File: src/verilog/bpg_pkg.sv
// shared constants and carriers for the bit error rate pattern generator and checker
package bpg_pkg;
  // register byte offsets
  localparam logic [7:0] REG_CTRL = 8'h00;
  localparam logic [7:0] REG_WORD = 8'h04;
  localparam logic [7:0] REG_STAT = 8'h08;
  localparam logic [7:0] REG_ERRS = 8'h0C;
  localparam logic [7:0] REG_BITS = 8'h10;
  localparam logic [7:0] REG_FREQ = 8'h14;
  // control field positions
  localparam int CTL_WORD = 0;
  localparam int CTL_SEL_LO = 1;
  localparam int CTL_INJ = 4;
  localparam int CTL_EXP_LO = 5;
  localparam int CTL_LATCH = 8;
  localparam int CTL_CLEAR = 9;
  localparam logic [9:0] CTRL_RST = 10'h000;
  localparam logic [15:0] WORD_RST = 16'hAAAA;
  // pattern select codes
  localparam logic [2:0] SEL_P7 = 3'h0;
  localparam logic [2:0] SEL_P15 = 3'h1;
  localparam logic [2:0] SEL_P17 = 3'h2;
  localparam logic [2:0] SEL_P20 = 3'h3;
  localparam logic [2:0] SEL_P23 = 3'h4;
  // error insertion decade range
  localparam logic [2:0] EXP_MIN = 3'h3;
  localparam logic [2:0] EXP_MAX = 3'h7;
  localparam int DECADE = 10;
  // sync thresholds in parts per thousand
  localparam int THR_PRBS_PPT = 250;
  localparam int THR_WORD_PPT = 31;
  localparam int PPT = 1000;
  // timing
  localparam int CLK_MHZ = 20;
  localparam int FREQ_GATE_NS = 1000000;
  localparam int FREQ_GATE_CYC = FREQ_GATE_NS * CLK_MHZ / 1000;
  localparam int LFSR_W = 23;
  localparam int WORD_W = 16;

  typedef enum logic {SRCH, LOCK} bpg_sync_e;

  // ahb-lite slave side inputs grouped
  typedef struct packed {
    logic hsel;
    logic [31:0] haddr;
    logic [1:0] htrans;
    logic hwrite;
    logic [2:0] hsize;
    logic [31:0] hwdata;
    logic hready;
  } bpg_ahb_in_s;

  typedef struct packed {
    logic [31:0] hrdata;
    logic hreadyout;
    logic hresp;
  } bpg_ahb_out_s;

  // transmit pins
  typedef struct packed {
    logic data;
    logic data_n;
    logic rail_a;
    logic rail_b;
    logic sync;
  } bpg_tx_s;
endpackage : bpg_pkg

File: src/verilog/bpg_top.sv
// pattern generator, receive checker and counters with an ahb-lite register port
`timescale 1ns/100ps
module bpg_top #(
  parameter int BLOCK_BITS = 1024,
  parameter int GATE_CYCLES = bpg_pkg::FREQ_GATE_CYC
) (
  input wire logic clk_i,
  input wire logic sys_rst_i,
  input wire bpg_pkg::bpg_ahb_in_s ahb_i,
  output bpg_pkg::bpg_ahb_out_s ahb_o,
  output bpg_pkg::bpg_tx_s tx_o,
  input wire logic rx_clk_i,
  input wire logic rx_data_i,
  output logic rx_locked_o
);
  import bpg_pkg::*;

  localparam int BLK_W = $clog2(BLOCK_BITS + 1);
  localparam int GATE_W = $clog2(GATE_CYCLES + 1);
  localparam logic [BLK_W-1:0] THR_PRBS = BLK_W'(BLOCK_BITS * THR_PRBS_PPT / PPT);
  localparam logic [BLK_W-1:0] THR_WORD = BLK_W'(BLOCK_BITS * THR_WORD_PPT / PPT);

  // refuse sizes the threshold arithmetic cannot serve
  if (BLOCK_BITS < 64 || GATE_CYCLES < 2) begin : g_bad
    $error("bpg_top: BLOCK_BITS or GATE_CYCLES too small");
  end

  typedef struct packed {
    // bus
    logic pend;
    logic pend_wr;
    logic [7:0] pend_addr;
    logic [31:0] rdata;
    logic readyout;
    logic [9:0] ctrl;
    logic [15:0] word;
    // transmit
    logic phase;
    logic [LFSR_W-1:0] lfsr;
    logic [3:0] widx;
    logic [23:0] inj_cnt;
    logic pend_b;
    logic sync_b;
    bpg_tx_s tx;
    // receive link synchronisers
    logic rc1;
    logic rc2;
    logic rc3;
    logic rd1;
    logic rd2;
    // receive checker
    bpg_sync_e st;
    logic [LFSR_W-1:0] rloc;
    logic [3:0] ridx;
    logic [BLK_W-1:0] blk_bits;
    logic [BLK_W-1:0] blk_errs;
    logic [31:0] err_run;
    logic [31:0] bit_run;
    logic [31:0] err_lat;
    logic [31:0] bit_lat;
    logic [GATE_W-1:0] gate;
    logic [31:0] edge_acc;
    logic [31:0] freq;
  } bpg_state_s;

  bpg_state_s q;
  bpg_state_s next_q;

  // prbs length for each select code
  function automatic int plen(input logic [2:0] sel);
    unique case (sel)
      SEL_P15: plen = 15;
      SEL_P17: plen = 17;
      SEL_P20: plen = 20;
      SEL_P23: plen = 23;
      default: plen = 7;
    endcase
  endfunction : plen

  // feedback tap paired with the top stage
  function automatic int ptap(input logic [2:0] sel);
    unique case (sel)
      SEL_P15: ptap = 14;
      SEL_P17: ptap = 14;
      SEL_P20: ptap = 3;
      SEL_P23: ptap = 18;
      default: ptap = 6;
    endcase
  endfunction : ptap

  // next feedback bit of an n-length register
  function automatic logic pfb(input logic [LFSR_W-1:0] s, input logic [2:0] sel);
    pfb = s[plen(sel) - 1] ^ s[ptap(sel) - 1];
  endfunction : pfb

  // one shift with feedback, unused upper stages kept clear
  function automatic logic [LFSR_W-1:0] pstep(input logic [LFSR_W-1:0] s,
                                              input logic [2:0] sel);
    logic [LFSR_W-1:0] m;
    m = LFSR_W'((24'h000001 << plen(sel)) - 24'h000001);
    pstep = {s[LFSR_W-2:0], pfb(s, sel)} & m;
  endfunction : pstep

  // frame start: all n stages high
  function automatic logic pstart(input logic [LFSR_W-1:0] s, input logic [2:0] sel);
    logic [LFSR_W-1:0] m;
    m = LFSR_W'((24'h000001 << plen(sel)) - 24'h000001);
    pstart = (s & m) == m;
  endfunction : pstart

  // insertion interval, one chained decade per exponent step
  function automatic logic [23:0] dec_lim(input logic [2:0] e);
    logic [23:0] l;
    l = 24'h000001;
    for (int i = 0; i < int'(EXP_MAX); i++) begin
      if (i < int'(e)) begin
        l = 24'(l * DECADE);
      end
    end
    dec_lim = l;
  endfunction : dec_lim

  // all next-state logic
  always_comb begin
    logic [LFSR_W-1:0] s1;
    logic [LFSR_W-1:0] s2;
    logic wmode;
    logic [2:0] sel;
    logic [2:0] iexp;
    logic bit_out;
    logic sync_out;
    logic inj;
    logic take;
    logic rbit;
    logic expb;
    logic mis;
    logic rise;
    logic [BLK_W-1:0] thr;
    logic [BLK_W-1:0] errs;
    s1 = '0;
    s2 = '0;
    bit_out = 1'b0;
    sync_out = 1'b0;
    inj = 1'b0;
    expb = 1'b0;
    mis = 1'b0;
    errs = '0;
    next_q = q;
    wmode = q.ctrl[CTL_WORD];
    sel = q.ctrl[CTL_SEL_LO +: 3];
    iexp = q.ctrl[CTL_EXP_LO +: 3];
    if (iexp < EXP_MIN) iexp = EXP_MIN;
    if (iexp > EXP_MAX) iexp = EXP_MAX;
    thr = wmode ? THR_WORD : THR_PRBS;

    // ahb-lite slave: address phase captured, one wait state, then answer
    take = ahb_i.hsel && ahb_i.htrans[1] && ahb_i.hready;
    next_q.readyout = 1'b1;
    next_q.ctrl[CTL_LATCH] = 1'b0;
    next_q.ctrl[CTL_CLEAR] = 1'b0;
    next_q.pend = 1'b0;
    if (take) begin
      next_q.pend = 1'b1;
      next_q.pend_wr = ahb_i.hwrite;
      next_q.pend_addr = ahb_i.haddr[7:0];
      next_q.readyout = 1'b0;
    end
    if (q.pend && q.pend_wr) begin
      unique case (q.pend_addr)
        REG_CTRL: next_q.ctrl = ahb_i.hwdata[9:0];
        REG_WORD: next_q.word = ahb_i.hwdata[15:0];
        default: ;
      endcase
    end else if (q.pend) begin
      unique case (q.pend_addr)
        REG_CTRL: next_q.rdata = {22'h000000, q.ctrl};
        REG_WORD: next_q.rdata = {16'h0000, q.word};
        REG_STAT: next_q.rdata = {31'h00000000, q.st == LOCK};
        REG_ERRS: next_q.rdata = q.err_lat;
        REG_BITS: next_q.rdata = q.bit_lat;
        REG_FREQ: next_q.rdata = q.freq;
        default: next_q.rdata = 32'h00000000;
      endcase
    end

    // transmit: two shifts per half-rate step, rails muxed into the serial bit
    next_q.phase = ~q.phase;
    if (!q.phase) begin
      if (wmode) begin
        bit_out = q.word[q.widx];
        sync_out = q.widx == 4'h0;
        next_q.pend_b = q.word[q.widx + 4'h1];
        next_q.sync_b = 1'b0;
        next_q.widx = q.widx + 4'h2;
      end else begin
        s1 = pstep(q.lfsr, sel);
        s2 = pstep(s1, sel);
        if (s2 == '0) s2 = pstep({{(LFSR_W-1){1'b0}}, 1'b1}, sel);
        bit_out = s1[0];
        sync_out = pstart(s1, sel);
        next_q.pend_b = s2[0];
        next_q.sync_b = pstart(s2, sel);
        next_q.lfsr = s2;
      end
      next_q.tx.rail_a = bit_out;
      next_q.tx.rail_b = next_q.pend_b;
    end else begin
      bit_out = q.pend_b;
      sync_out = wmode ? 1'b0 : q.sync_b;
    end

    // decade interval counter; only the outgoing bit copy is flipped
    if (q.ctrl[CTL_INJ]) begin
      if (q.inj_cnt >= dec_lim(iexp) - 24'h000001) begin
        next_q.inj_cnt = 24'h000000;
        inj = 1'b1;
      end else begin
        next_q.inj_cnt = q.inj_cnt + 24'h000001;
      end
    end else begin
      next_q.inj_cnt = 24'h000000;
    end
    next_q.tx.data = bit_out ^ inj;
    next_q.tx.data_n = ~(bit_out ^ inj);
    next_q.tx.sync = sync_out;

    // receive link: clock and data through two flops before use
    next_q.rc1 = rx_clk_i;
    next_q.rc2 = q.rc1;
    next_q.rc3 = q.rc2;
    next_q.rd1 = rx_data_i;
    next_q.rd2 = q.rd1;
    rise = q.rc2 && !q.rc3;
    rbit = q.rd2;

    // local reference and bitwise compare on each received bit
    if (rise) begin
      if (wmode) begin
        expb = q.word[q.ridx];
        next_q.ridx = q.ridx + 4'h1;
      end else begin
        expb = pfb(q.rloc, sel);
        next_q.rloc = pstep(q.rloc, sel);
        next_q.rloc[0] = (q.st == SRCH) ? rbit : expb;
      end
      mis = rbit ^ expb;
      errs = q.blk_errs + BLK_W'(mis);
      next_q.blk_errs = errs;
      next_q.blk_bits = q.blk_bits + 1'b1;
      if (q.st == LOCK) begin
        next_q.bit_run = q.bit_run + 32'h00000001;
        next_q.err_run = q.err_run + 32'(mis);
      end
      if (q.blk_bits == BLK_W'(BLOCK_BITS - 1)) begin
        next_q.blk_bits = '0;
        next_q.blk_errs = '0;
        if (errs > thr) begin
          next_q.st = SRCH;
          if (wmode) next_q.ridx = q.ridx + 4'h2;
        end else begin
          next_q.st = LOCK;
        end
      end
    end
    if (q.ctrl[CTL_CLEAR]) begin
      next_q.err_run = 32'h00000000;
      next_q.bit_run = 32'h00000000;
    end
    if (q.ctrl[CTL_LATCH]) begin
      next_q.err_lat = q.err_run;
      next_q.bit_lat = q.bit_run;
    end

    // frequency: received clock edges over a fixed gate of system cycles
    if (q.gate == GATE_W'(GATE_CYCLES - 1)) begin
      next_q.gate = '0;
      next_q.freq = q.edge_acc + 32'(rise);
      next_q.edge_acc = 32'h00000000;
    end else begin
      next_q.gate = q.gate + 1'b1;
      next_q.edge_acc = q.edge_acc + 32'(rise);
    end
  end

  // single state register
  always_ff @(posedge clk_i or posedge sys_rst_i) begin
    if (sys_rst_i) begin
      q <= '0;
      q.readyout <= 1'b1;
      q.ctrl <= CTRL_RST;
      q.word <= WORD_RST;
      q.lfsr <= {LFSR_W{1'b1}};
      q.st <= SRCH;
    end else begin
      q <= next_q;
    end
  end

  // every output straight from the state flops, except hresp, which is tied low
  assign ahb_o.hrdata = q.rdata;
  assign ahb_o.hreadyout = q.readyout;
  assign ahb_o.hresp = 1'b0;
  assign tx_o = q.tx;
  assign rx_locked_o = q.st == LOCK;
endmodule : bpg_top
File: config.mk
export PLATFORM = sky130hd
export DESIGN_NAME = bpg_top
export DESIGN_NICKNAME = d
export VERILOG_FILES = /design/src/verilog/bpg_pkg.sv /design/src/verilog/bpg_top.sv
export SDC_FILE = /design/constraint.sdc
export NUM_CORES = 1
export LEC_CHECK = 0
export ABC_CLOCK_PERIOD_IN_PS = 15680
export BUFFER_PORTS_ARGS = -buffer_cell sky130_fd_sc_hd__buf_2
export CORE_MARGIN = 10
export CORE_UTILIZATION = 40
export DETAILED_ROUTE_END_ITERATION = 7
export GPL_ROUTABILITY_DRIVEN = 0
export GPL_TIMING_DRIVEN = 0
export PLACE_DENSITY = 0.65
export SKIP_LAST_GASP = 1
export SLEW_MARGIN = 15
export SYNTH_ARGS = -nofsm -noshare
export SYNTH_HDL_FRONTEND = slang
export SYNTH_SLANG_ARGS = --single-unit
File: constraint.sdc
create_clock -name clk_i -period 15.68 [get_ports clk_i]
set_clock_uncertainty 0.05 [all_clocks]
set_input_delay 3.136 -clock clk_i [delete_from_list [all_inputs] [get_ports clk_i]]
set_output_delay 3.136 -clock clk_i [all_outputs]
set_load 0.02 [all_outputs]
==> flow_summary.ini <==
[status]
status = finished with violations
violations = design-rule violations

[worst_setup_path]
slowest_delay_ns = 0.57
required_ns = 16.14
worstPathMaxFanout = 10
crit_path_end_kind = flip-flop
cpMostUsedCell = ha_1
cp.arrival_ns = 8.62
critPathSlowestCell = buf_1
cp-start-kind = flip-flop
timing_worst_setup_path_type = flip-flop to flip-flop

[timing]
finalHoldViolations = 0
slew_viol_final = 0
max_freq_mhz = 122.5
period_share_pct = 52.07
worst_slew_pin_slew_ns = 0.9131
worst_hold_slack_ns = 0.2996
fin_ws_ns = 7.516
rsz0062_at_grt = no
min_period_ns = 8.164
setup_viol = 0
relSlewSlack_pct = 38.48

[synthesis]
ys_types = 92
synth_area_um2 = 22120
synth_seq_area_share_pct = 44.08
synth-edff-count = 0
syn_avg_cell_area_um2 = 9.696
synth_cells = 2281
synth_warnings = 0
async_reset_ff_share_pct = 100.0
ys.flop_type = dfrtp_1
ys_ff_latch = 388

[floorplan]
fp.dieW_um = 255.1
chipHeight_um = 255.1
rows = 86
start_util_pct = 40.30
core_um2 = 54880
num_io_pins = 116
die-area_um2 = 65100

[clock_network]
cts-htree-levels = 2
numCtsBuffers = 43
clkLatencyLatePin_ns = 0.61
cts_tree = done
cts.path.max_buffers = 3
post_cts_resized = 0
cts-root-buf = clkbuf_16
cts_hold_buf = 0
path_clk_slew_ns = 0.06
post_cts_buffers = 0
cts_sinks = 388

[power_and_ir_drop]
p_per_area_nw_per_um2 = 116.4
total_power_uw = 2924
ir_drop_uv = 87.21
leakage_uw = 0.01162

[placed_design]
io_buffer_count = 70
pre_cts_slack_ns = 7.513
dp_hpwl_mm = 45.05
dp_cells = 3097

[grt]
track_usage_pct = 18.66
grt_pass1_vias = 18162
antenna_found_initial = 0
grt_pass1_wl_mm = 97.34
grt_overflow = 0
grt_start_max_net_pins = 114

[worst_hold_path]
hold_path.class = flip-flop to flip-flop

[drt]
dr.pass1.iters = 8
routedWlPerCell_um = 19.03
drc = 1
drt_iter0_drc = 1696
routed_wl_mm = 60.42
vias_per_cell = 5.616
vias = 17832
ant_nets = 0

[flow_run]
drv_cap = 0

[finish]
fillerInstances = 5167
final_layout_size_suffix_gt1_share_pct = 14.57
n_antenna_cell = 0
fin_nets = 2643
final_common_cell = dfrtp_1
final_cell_mix = dfrtp_1 (356), nand2_1 (298), nor2_1 (211)
final_util_pct = 45.77
areaGrowthSynthToFinish_pct = 13.55
multi_input_area_um2 = 11530
regArea_um2 = 9749
finalNonFillerCells = 3175
==> path summary, 6_finish.rpt <==
| path | start | to | slack [ns] | depth (start not counted) |
|---|---|---|---|---|
| max | q[344]$_DFFE_PP0P_ | q[283]$_DFF_PP0_ | 7.52 | 35 |
| min | next_q[260]$_DFF_PP0_ | next_q[259]$_DFF_PP0_ | 0.30 | 0 |
| max reg2reg | q[344]$_DFFE_PP0P_ | q[283]$_DFF_PP0_ | 7.52 | 35 |
| min reg2reg | next_q[260]$_DFF_PP0_ | next_q[259]$_DFF_PP0_ | 0.30 | 0 |
| max in group asynchronous | sys_rst_i | q[307]$_DFFE_PP1P_ | 11.67 | 5 |
| min in group asynchronous | sys_rst_i | ahb_o[15]$_DFFE_PP0P_ | 2.63 | 3 |
==> registers in the layout, indices dropped and copies added (netlist names) <==
signal / count
q: 346
rx_locked_o: 1
ahb_o: 33
tx_o: 5
next_q: 3
==> report_power, final <==
| part | total, uW | internal [uW] | switching [uW] |
|---|---|---|---|
| logic | 624 | 257 | 367 |
| clock network | 1080 | 630 | 445 |
| registers | 1220 | 1110 | 112 |
| total | 2920 | 2000 | 924 |
==> synthesized netlist by cell type, types with 62 or more instances <==
master / number / area share, %
xnor2_1: 74 / 2.9
o21ai_0: 172 / 3.9
nor2_1: 211 / 3.6
inv_1: 62 / 1.1
nand3_1: 94 / 2.1
clkbuf_1: 87 / 1.5
mux2_2: 98 / 5.0
ha_1: 126 / 7.1
a21oi_1: 71 / 1.6
xor2_1: 93 / 3.7
nand2_1: 298 / 5.1
dfrtp_1: 356 / 40
==> cell families after synthesis <==
kind of cell	Yosys count	synth area share, %
simple gates	807	16.93
compound gates	428	12.42
flops	388	44.08
buf+inv	214	4.446
xor+xnor	169	6.760
mux	144	7.937
fa+ha+maj	129	7.399
other cells	2	0.03396
==> cell type report <==
type	count	area share [%]
multi-input cells	1716	45.91
repair buffers	75	1.863
clock inverters	20	1.330
inverters	68	1.046
well taps	704	3.507
plain buffers	146	2.899
flip-flops and latches	388	38.82
clock buffers	58	4.628
==> critical path, delay by kind of cell, from the launching register on <==
| family | cells | cell delay (ns) |
|---|---|---|
| compound gates | 14 | 2.97 |
| fa+ha+maj | 8 | 2.25 |
| buf+inv | 5 | 1.58 |
| simple gates | 7 | 0.65 |
| flops | 1 | 0.38 |
| xor+xnor | 1 | 0.16 |
==> per-layer routing <==
layer | vias to the layer above | part of all wire [%] | wire [um] | track usage, %
met5 | - | 0 | 0 | 0
met4 | 0 | 4.3 | 2606 | 8.467
met3 | 166 | 7.0 | 4227 | 3.655
met2 | 620 | 45 | 27450 | 29.56
met1 | 8747 | 43 | 26130 | 24.36
li1 | 8299 | - | - | -
==> per-stage QoR <==
| stage | area [um2] | TNS [ns] |
|---|---|---|
| after floorplan | 22260 | 0 |
| after global placement | 23490 | -779.21 |
| after detailed placement | 23620 | 0 |
| after CTS | 25120 | 0 |
| after global routing | 25120 | 0 |
| final | 25120 | 0 |
Power figures use the tool's default switching activity.
